<file path="config.mk">
export PLATFORM = sky130hd
export DESIGN_NAME = tpb_timer
export DESIGN_NICKNAME = d
export VERILOG_FILES = /design/src/hdl/tpb_timer.v
export VERILOG_INCLUDE_DIRS = /design/src /design/src/common
export SDC_FILE = /design/constraint.sdc
export NUM_CORES = 1
export LEC_CHECK = 0
export CORE_MARGIN = 2
export CORE_UTILIZATION = 60
export CTS_BUF_LIST = sky130_fd_sc_hd__clkbuf_4 sky130_fd_sc_hd__clkbuf_8
export CTS_CLUSTER_SIZE = 10
export DETAILED_ROUTE_END_ITERATION = 16
export DONT_BUFFER_PORTS = 1
export PLACE_DENSITY = 0.81
export SETUP_SLACK_MARGIN = 0.1
export SLEW_MARGIN = 30
export SYNTH_ARGS = -nofsm -noshare
export SYNTH_HDL_FRONTEND = slang
export SYNTH_SLANG_ARGS = --single-unit
export TNS_END_PERCENT = 100
</file>
<file path="constraint.sdc">
create_clock -name i_core_clk -period 2.37 [get_ports i_core_clk]
set_input_delay 0.474 -clock i_core_clk [delete_from_list [all_inputs] [get_ports i_core_clk]]
set_output_delay 0.474 -clock i_core_clk [all_outputs]
set_load 0.01 [all_outputs]
</file>
<file path="src/common/tpb_regs.vh">
// register offsets, field positions and reset values for the timer/pwm/buzzer block
`ifndef TPB_REGS_VH
`define TPB_REGS_VH

// ----------------------------------------------------------------------------
// register indices (byte address is four times the index)
// ----------------------------------------------------------------------------
`define TPB_IDX_TIMER_COUNT     3'h0
`define TPB_IDX_TIMER_CONTROL_A 3'h1
`define TPB_IDX_TIMER_CONTROL_B 3'h2
`define TPB_IDX_PWM_DUTY        3'h3
`define TPB_IDX_PRESCALER_VALUE 3'h4
`define TPB_IDX_BUZZER_CONTROL  3'h5
`define TPB_IDX_STATUS          3'h6

// ----------------------------------------------------------------------------
// timer_control_a fields
// ----------------------------------------------------------------------------
`define TPB_A_RUN_ENABLE        0
`define TPB_A_RELOAD_SELECT     1
`define TPB_A_ONE_SHOT          2
`define TPB_A_PWM_ACTIVE_LOW    6
`define TPB_A_PWM_OUTPUT_ENABLE 7

// ----------------------------------------------------------------------------
// timer_control_b fields
// ----------------------------------------------------------------------------
`define TPB_B_RATE_LSB          0
`define TPB_B_RATE_MSB          2
`define TPB_B_PRESCALER_DIS_N   3
`define TPB_B_EDGE_SELECT       4
`define TPB_B_CLOCK_SOURCE      5

// ----------------------------------------------------------------------------
// buzzer_control and status fields
// ----------------------------------------------------------------------------
`define TPB_BZ_FSEL_LSB         0
`define TPB_BZ_FSEL_MSB         3
`define TPB_BZ_ENABLE           7
`define TPB_ST_UNDERFLOW        0

// ----------------------------------------------------------------------------
// reset values
// ----------------------------------------------------------------------------
`define TPB_RST_TIMER_COUNT     8'h00
`define TPB_RST_CONTROL_A       8'h00
`define TPB_RST_CONTROL_B       6'h3F
`define TPB_RST_PWM_DUTY        8'h00
`define TPB_RST_PRESCALER       8'hFF
`define TPB_RST_BUZZER_FSEL     4'hF
`define TPB_TIMER_WRAP          8'hFF

`endif

</file>
<file path="src/hdl/tpb_timer.v">
// 8-bit down timer with prescaler, pwm and buzzer on a shared pin, avalon-mm slave
// Contract
// [RULE_01] count read returns live down-counter value
// [RULE_02] count write loads reload and counter together
// [RULE_03] counter counts only while run enable set
// [RULE_04] continuous, reload select zero: wrap to FF
// [RULE_05] continuous, reload select one: reload held value
// [RULE_06] one-shot counts down once, stops at underflow
// [RULE_07] polarity bit one makes pwm active low
// [RULE_08] pwm enable puts pwm on pin two
// [RULE_09] pwm inactive until count equals duty
// [RULE_10] reload sets frame, duty register sets duty
// [RULE_11] prescaler rate code divides by 2^(code+1)
// [RULE_12] prescaler bit zero inserts, one bypasses
// [RULE_13] software changes rate only while prescaler bypassed
// [RULE_14] edge select one falling, zero rising
// [RULE_15] clock source one external pin, zero instruction
// [RULE_16] prescaler value register reads counter, resets FF
// [RULE_17] buzzer codes 0-7 divide prescaler output
// [RULE_18] buzzer codes 8-15 route timer bits 0-7
// [RULE_19] buzzer enable bit turns buzzer on
// [RULE_20] duty register is write-only, reads zero
// [RULE_21] underflow sets sticky flag until software clears
// [RULE_22] pwm wins over buzzer on shared pin
`timescale 1ns/100ps
`include "tpb_regs.vh"

module tpb_timer #(
  parameter CNT_W = 8
) (
  input  wire        i_core_clk,
  input  wire        i_rst_n,
  // avalon-mm slave, word addressed
  input  wire [2:0]  i_avs_address,
  input  wire        i_avs_read,
  input  wire        i_avs_write,
  input  wire [31:0] i_avs_writedata,
  input  wire [3:0]  i_avs_byteenable,
  output wire [31:0] o_avs_readdata,
  output wire        o_avs_waitrequest,
  // pins
  input  wire        i_external_clock_pin,
  input  wire        i_gpio_out,
  input  wire        i_gpio_oe,
  output wire        o_port_pin_two,
  output wire        o_port_pin_two_oe,
  output wire        o_underflow_flag
);

  // --------------------------------------------------------------------------
  // bus handshake: one wait state, access lands on the second cycle
  // --------------------------------------------------------------------------
  reg         ack_r;
  reg  [31:0] rdata_r;
  wire        req      = i_avs_read | i_avs_write;
  wire        wr_take  = i_avs_write & ack_r & i_avs_byteenable[0];
  wire [7:0]  wbyte    = i_avs_writedata[7:0];

  assign o_avs_waitrequest = req & ~ack_r;
  assign o_avs_readdata    = rdata_r;

  // ack toggles so back-to-back requests each see one wait state
  always @(posedge i_core_clk or negedge i_rst_n) begin
    if (!i_rst_n) begin
      ack_r <= 1'b0;
    end else begin
      ack_r <= req & ~ack_r;
    end
  end

  // --------------------------------------------------------------------------
  // software registers
  // --------------------------------------------------------------------------
  reg  [CNT_W-1:0] count_r;
  reg  [CNT_W-1:0] reload_r;
  reg  [7:0]       ctrl_a_r;
  reg  [5:0]       ctrl_b_r;
  reg  [CNT_W-1:0] duty_r;
  reg  [7:0]       psc_r;
  reg              bz_en_r;
  reg  [3:0]       bz_fsel_r;
  reg              flag_r;

  wire run_en    = ctrl_a_r[`TPB_A_RUN_ENABLE];
  wire rl_sel    = ctrl_a_r[`TPB_A_RELOAD_SELECT];
  wire one_shot  = ctrl_a_r[`TPB_A_ONE_SHOT];
  wire pwm_al    = ctrl_a_r[`TPB_A_PWM_ACTIVE_LOW];
  wire pwm_oe    = ctrl_a_r[`TPB_A_PWM_OUTPUT_ENABLE];
  wire [2:0] rate = ctrl_b_r[`TPB_B_RATE_MSB:`TPB_B_RATE_LSB];
  wire psc_dis_n = ctrl_b_r[`TPB_B_PRESCALER_DIS_N];
  wire edge_sel  = ctrl_b_r[`TPB_B_EDGE_SELECT];
  wire clk_src   = ctrl_b_r[`TPB_B_CLOCK_SOURCE];

  // write decode
  wire wr_count  = wr_take && (i_avs_address == `TPB_IDX_TIMER_COUNT);
  wire wr_ctrl_a = wr_take && (i_avs_address == `TPB_IDX_TIMER_CONTROL_A);
  wire wr_ctrl_b = wr_take && (i_avs_address == `TPB_IDX_TIMER_CONTROL_B);
  wire wr_duty   = wr_take && (i_avs_address == `TPB_IDX_PWM_DUTY);
  wire wr_bz     = wr_take && (i_avs_address == `TPB_IDX_BUZZER_CONTROL);
  wire wr_status = wr_take && (i_avs_address == `TPB_IDX_STATUS);

  // --------------------------------------------------------------------------
  // clock source and prescaler
  // --------------------------------------------------------------------------
  reg  ext_prev_r;
  wire ext_rise  = i_external_clock_pin & ~ext_prev_r;
  wire ext_fall  = ~i_external_clock_pin & ext_prev_r;
  // external edge or every instruction cycle
  wire src_tick  = clk_src ? (edge_sel ? ext_fall : ext_rise) : 1'b1; // [RULE_14] [RULE_15]

  // prescaler mask: low rate+1 bits of the down counter
  function [7:0] rate_mask;
    input [2:0] code;
    begin
      rate_mask = (8'h02 << code) - 8'h01;
    end
  endfunction

  // fires once every 2^(rate+1) source ticks
  wire psc_tick  = src_tick & ((psc_r & rate_mask(rate)) == 8'h00); // [RULE_11]
  // active-low enable: zero routes through the prescaler
  wire tmr_tick  = psc_dis_n ? src_tick : psc_tick; // [RULE_12]

  always @(posedge i_core_clk or negedge i_rst_n) begin
    if (!i_rst_n) begin
      ext_prev_r <= 1'b0;
      psc_r      <= `TPB_RST_PRESCALER;
    end else begin
      ext_prev_r <= i_external_clock_pin;
      // prescaler holds while bypassed; rate changes there are glitch-free
      if (!psc_dis_n && src_tick) begin
        psc_r <= psc_r - 8'h01; // [RULE_16]
      end
    end
  end

  // --------------------------------------------------------------------------
  // down counter, reload and underflow
  // --------------------------------------------------------------------------
  wire count_zero = (count_r == {CNT_W{1'b0}});
  wire step       = run_en & tmr_tick; // [RULE_03]
  wire underflow  = step & count_zero;

  always @(posedge i_core_clk or negedge i_rst_n) begin
    if (!i_rst_n) begin
      count_r  <= `TPB_RST_TIMER_COUNT;
      reload_r <= `TPB_RST_TIMER_COUNT;
    end else begin
      if (wr_count) begin
        // software load beats a coincident tick
        count_r  <= wbyte; // [RULE_02]
        reload_r <= wbyte; // [RULE_02]
      end else if (underflow) begin
        if (one_shot) begin
          count_r <= count_r; // [RULE_06]
        end else if (rl_sel) begin
          count_r <= reload_r; // [RULE_05] [RULE_10]
        end else begin
          count_r <= `TPB_TIMER_WRAP; // [RULE_04]
        end
      end else if (step) begin
        count_r <= count_r - {{(CNT_W-1){1'b0}}, 1'b1};
      end
    end
  end

  // --------------------------------------------------------------------------
  // control registers; one-shot drops run enable so software sees the stop
  // --------------------------------------------------------------------------
  always @(posedge i_core_clk or negedge i_rst_n) begin
    if (!i_rst_n) begin
      ctrl_a_r  <= `TPB_RST_CONTROL_A;
      ctrl_b_r  <= `TPB_RST_CONTROL_B;
      duty_r    <= `TPB_RST_PWM_DUTY;
      bz_en_r   <= 1'b0;
      bz_fsel_r <= `TPB_RST_BUZZER_FSEL;
    end else begin
      if (wr_ctrl_a) begin
        ctrl_a_r <= {wbyte[7:6], 3'b000, wbyte[2:0]};
      end else if (underflow && one_shot) begin
        ctrl_a_r[`TPB_A_RUN_ENABLE] <= 1'b0; // [RULE_06]
      end
      if (wr_ctrl_b) begin
        ctrl_b_r <= wbyte[5:0];
      end
      if (wr_duty) begin
        duty_r <= wbyte;
      end
      if (wr_bz) begin
        bz_en_r   <= wbyte[`TPB_BZ_ENABLE];
        bz_fsel_r <= wbyte[`TPB_BZ_FSEL_MSB:`TPB_BZ_FSEL_LSB];
      end
    end
  end

  // sticky underflow flag, write one to clear; a new underflow wins the clear
  always @(posedge i_core_clk or negedge i_rst_n) begin
    if (!i_rst_n) begin
      flag_r <= 1'b0;
    end else if (underflow) begin
      flag_r <= 1'b1; // [RULE_21]
    end else if (wr_status && wbyte[`TPB_ST_UNDERFLOW]) begin
      flag_r <= 1'b0; // [RULE_21]
    end
  end

  assign o_underflow_flag = flag_r;

  // --------------------------------------------------------------------------
  // pwm: inactive from start, active from duty match to underflow
  // --------------------------------------------------------------------------
  reg  pwm_act_r;
  wire run_start = wr_ctrl_a & wbyte[`TPB_A_RUN_ENABLE] & ~run_en;

  always @(posedge i_core_clk or negedge i_rst_n) begin
    if (!i_rst_n) begin
      pwm_act_r <= 1'b0;
    end else if (run_start || underflow) begin
      pwm_act_r <= 1'b0; // [RULE_09] [RULE_10]
    end else if (run_en && (count_r == duty_r)) begin
      pwm_act_r <= 1'b1; // [RULE_09] [RULE_10]
    end
  end

  wire pwm_wave = pwm_act_r ^ pwm_al; // [RULE_07]

  // --------------------------------------------------------------------------
  // buzzer: divider on the prescaler output, or a timer bit
  // --------------------------------------------------------------------------
  reg  [7:0] bz_div_r;
  // bypassed prescaler passes the raw source ticks as its output
  wire psc_out = psc_dis_n ? src_tick : psc_tick;

  always @(posedge i_core_clk or negedge i_rst_n) begin
    if (!i_rst_n) begin
      bz_div_r <= 8'h00;
    end else if (psc_out) begin
      bz_div_r <= bz_div_r + 8'h01;
    end
  end

  // bit k of an up counter toggles at tick rate / 2^k
  wire bz_wave = bz_fsel_r[3] ? count_r[bz_fsel_r[2:0]]  // [RULE_18]
                              : bz_div_r[bz_fsel_r[2:0]]; // [RULE_17]

  // --------------------------------------------------------------------------
  // shared pin mux, registered
  // --------------------------------------------------------------------------
  reg pin_r;
  reg pin_oe_r;

  always @(posedge i_core_clk or negedge i_rst_n) begin
    if (!i_rst_n) begin
      pin_r    <= 1'b0;
      pin_oe_r <= 1'b0;
    end else if (pwm_oe) begin
      pin_r    <= pwm_wave; // [RULE_08] [RULE_22]
      pin_oe_r <= 1'b1;
    end else if (bz_en_r) begin
      pin_r    <= bz_wave; // [RULE_19]
      pin_oe_r <= 1'b1;
    end else begin
      pin_r    <= i_gpio_out; // [RULE_08]
      pin_oe_r <= i_gpio_oe;
    end
  end

  assign o_port_pin_two    = pin_r;
  assign o_port_pin_two_oe = pin_oe_r;

  // --------------------------------------------------------------------------
  // read mux, captured in the wait cycle; write-only fields read zero
  // --------------------------------------------------------------------------
  always @(posedge i_core_clk or negedge i_rst_n) begin
    if (!i_rst_n) begin
      rdata_r <= 32'h00000000;
    end else if (i_avs_read && !ack_r) begin
      if (i_avs_address == `TPB_IDX_TIMER_COUNT) begin
        rdata_r <= {24'h000000, count_r}; // [RULE_01]
      end else if (i_avs_address == `TPB_IDX_TIMER_CONTROL_A) begin
        rdata_r <= {29'h00000000, ctrl_a_r[2:0]};
      end else if (i_avs_address == `TPB_IDX_TIMER_CONTROL_B) begin
        rdata_r <= {26'h0000000, ctrl_b_r};
      end else if (i_avs_address == `TPB_IDX_PRESCALER_VALUE) begin
        rdata_r <= {24'h000000, psc_r}; // [RULE_16]
      end else if (i_avs_address == `TPB_IDX_STATUS) begin
        rdata_r <= {31'h00000000, flag_r};
      end else begin
        rdata_r <= 32'h00000000; // [RULE_20]
      end
    end
  end

endmodule

</file>
==> metrics.csv <==
stage,metric,value,unit
timing,setup violators final,0,
timing,worst setup skew after layout,0.00650,ns
drt,per-cell via count in the routed design,5.96,
floorplanning,initial standard-cell utilization of the core,62.9,%
yosys,sequential element share of the synthesized area,47.1,%
final_layout,share of cells above drive strength 1,23.6,%
yosys,number of distinct library cells after synthesis,54,
pwr,reported net switching power,1.51,mW
final_layout,layout overhead on the synthesized area,6.51,%
drt,first-iteration detailed-routing DRC count,209,
final_layout,count of inserted antenna diode cells,0,
timing,maximum clock frequency,473,MHz
timing,RSZ-0062 raised after global routing,false,
yosys,cell types with the highest counts after synthesis,"dfrtp_1 (52), nand2_1 (46), buf_4 (25)",
timing,final clock period utilization by the worst path,89.3,%
global_route,number of antenna violations at the first check in global routing,0,
yosys,number of warnings issued by yosys,0,
critical_path,internal reg-to-reg setup slack,0.25,ns
floorplanning,Core Region,0.00599,mm2
clock_tree,clock tree from TritonCTS,done,
critical_path,Reg-to-Reg Start,count_r[0],
placement,IO buf count,0,
clock_tree,cts bufs inserted,9,
critical_path,peak per-stage delay on the critical path,0.43,ns
worst_hold_path,worst min-delay path category,input pin to async pin,
clock_tree,clk buf depth,2,
timing,transition at the pin with the smallest max-transition slack,0.601,ns
placement,area post-placement,0.00376,mm2
floorplanning,standard-cell rows,28,
placement,final weighted congestion of routability-driven global placement,0.836,
critical_path,Critical Path Start Type,flip-flop,
yosys,synthesized netlist cell count,355,
placement,"worst slack, placed",-0.0436,ns
pwr,Clk pwr share,20.5,%
yosys,number of enable-type register cells in the synthesized netlist,0,
yosys,synthesized cell area,0.00377,mm2
timing,relative slew slack,59.9,%
yosys,post-synthesis register bit count,70,
critical_path,maximum fanout along the worst path,10,
timing,final critical path time including I/O delays and setup,2.12,ns
yosys,most repeated cell in the gate-level netlist after synthesis,dfrtp_1,
floorplanning,chip height,83.2,um
pwr,static leakage,1.76,nW
status,result of the run,completed,
pwr,Logic pwr share,31.4,%
clock_tree,Max H-tree Level,3,
critical_path,Critical-path top delay cell,or3b_4,
yosys,share of synthesized registers carrying an async set or reset,100,%
yosys,library cell occupying the most area in the post-synthesis netlist,dfrtp_1,
critical_path,startpoint of the most critical setup path,count_r[0],
pwr,total power per unit cell area,1050,mW/mm2
critical_path,"Data arrival, critical path",2.31,ns
pwr,Max rail drop VDD,521,uV
drt,number of vias after detailed routing,2621,
final_layout,design area,0.00401,mm2
pwr,Cell Int Power,2.72,mW
yosys,largest cells by area after synthesis,"dfrtp_1 (35%), dfstp_2 (13%), mux2_2 (6.9%), buf_4 (5.0%), nand2_1 (4.6%)",
global_route,pin count of the biggest net entering global routing,71,
pwr,total power after layout,4.23,mW
drt,number of routed nets with antenna violations,0,
pwr,switching fraction of total power,35.7,%
floorplanning,width of the die,83.2,um
global_route,GRT Residual Overflow,0,
critical_path,cell chain of the critical path,inv_1 > ha_1 > or3b_4 > nor2b_4 > nand3_4 > o31a_1 > mux2i_1 > o21ai_1,
timing,max-slew violation count,0,
floorplanning,Boundary Pins,82,
global_route,via count of the first global-routing pass,2513,
global_route,global-route total usage across every layer,23.5,%
pwr,Reg power frac,48.1,%
yosys,top-area cell type share of the netlist area,34.6,%
global_route,first-pass GRT wire length,12700,um
clock_tree,number of clock sinks,70,
drt,iteration count of the initial detailed-routing pass,8,
timing,"crit path setup slack, layout",0.254,ns
clock_tree,clock latency at the later pin of the worst-skew pair,0.35,ns
critical_path,Worst setup EP type,flip-flop,
final_layout,final-stage net count,409,
critical_path,worst endpoint required time,2.57,ns
timing,Final Hold Vio Count,0,
drt,number of remaining DRC errors,0,
drt,detail-routed net length per standard cell,17.8,um
floorplanning,Die Footprint,0.00693,mm2
final_layout,fill count,450,
clock_tree,"Clk pin slew, worst setup/hold paths",0.07,ns
drt,Post-Route WL,7850,um
placement,DPL Wire Length,5390,um
yosys,"Primary FF master, synth",dfrtp_1,
clock_tree,Clock Tree Root,clkbuf_8,
critical_path,type of the worst setup path,flip-flop to flip-flop,
run,max-capacitance violation count,0,
yosys,Post-Synthesis Mean Instance Area,10.6,um2
-- cell usage in the layout (no fill, tap or decap), types with 5 or more instances in the layout --
cell type / netlist / routed
a21oi_1: 8 / 8
buf_4: 25 / 8
clkbuf_8: 0 / 10
conb_1: 1 / 24
dfrtp_1: 52 / 52
dfstp_2: 18 / 18
inv_1: 7 / 7
mux2_2: 23 / 23
mux2i_1: 16 / 16
mux4_2: 5 / 5
nand2_1: 46 / 46
nand3_1: 9 / 9
nor2_1: 24 / 24
nor3_1: 7 / 7
o21ai_0: 12 / 12
o21ai_1: 7 / 7
xnor2_1: 13 / 13
xor2_1: 14 / 14
-- metal layers --
layer	part of all wire, %	vias to the layer above	global-route usage (%)	routed length (um)
met5	0	-	0	0
met4	1.3	0	8.05	102
met3	7.3	11	6.66	570
met2	47	114	35.6	3710
met1	44	1292	32.5	3470
li1	-	1204	-	-
-- path summary, 6_finish.rpt --
kind / to / depth (start not counted)
max in group asynchronous: ctrl_b_r[3] / 1
min in group i_core_clk: ext_prev_r / 0
min reg2reg: bz_div_r[7] / 1
min: ctrl_a_r[0] / 1
max reg2reg: count_r[6] / 8
max: count_r[6] / 8
-- metrics by stage --
step           instances  setup TNS, ns  utilization [%]  hold slack [ns]
5_1_grt              440              0             67.0           0.0125
6_report             440              0             67.0          0.00378
4_1_cts              438              0             66.3           0.0107
2_1_floorplan        378              0                -            0.178
3_5_place_dp         421        -0.0905             62.7            0.180
3_3_place_gp         421              0             62.7            0.180
-- power groups by stage --
stage          Sequential [mW]  Clock (mW)  Combinational, mW
2_1_floorplan             1.91           0               1.07
3_3_place_gp              2.03           0               1.21
3_5_place_dp              2.04           0               1.26
4_1_cts                   2.03       0.887               1.30
5_1_grt                   2.09       0.933               1.47
6_report                  2.04       0.868               1.33
-- timing repair --
item	4_1_cts	5_1_grt
setup buffers	0	1
gates cloned	0	1
hold buffers	1	0
endpoints found under the setup margin	8	8
gates resized for setup	2	3
pin swaps	0	1
hold endpoints to repair	70	0
-- state kept, by name, indices dropped and copies added, names as in the netlist --
signal,count
o_port_pin_two_oe,1
o_underflow_flag,1
bz_fsel_r,4
reload_r,8
o_port_pin_two,1
ack_r,1
psc_r,8
ctrl_a_r,5
o_avs_readdata,8
count_r,8
ctrl_b_r,6
ext_prev_r,1
bz_en_r,1
duty_r,8
pwm_act_r,1
bz_div_r,8
-- layout make-up --
type                            instances  area (um2)  share of cell area [%]
Multi-Input combinational cell        263        1850                    46.2
Sequential cell                        70        1770                    44.2
Clock buffer                           12         153                    3.81
Tap cell                               75        93.8                    2.34
Timing Repair Buffer                    9        87.6                    2.18
Inverter                                7        26.3                   0.655
Clock inverter                          4        22.5                   0.561
-- cell families after synthesis --
family                     count (synthesis)  share of synthesized area [%]
xor gates and xnor gates                  27                           6.28
adders and majority gates                  3                          0.997
buffers and inverters                     46                           7.14
other                                      1                         0.0996
muxes                                     44                           14.1
DFF                                       70                           47.1
AOI/OAI and AO/OA                         51                           9.67
and+or+nand+nor                          113                           14.6
-- worst max-delay path: cells and delay by family (launching register included) --
family / cells / cell delay, ns
AOI/OAI and AO/OA: 2 / 0.38
adders and majority gates: 1 / 0.19
buffers and inverters: 1 / 0.07
DFF: 1 / 0.38
muxes: 1 / 0.16
and+or+nand+nor: 3 / 0.78
Note: power is estimated with default switching activity, not from simulation.
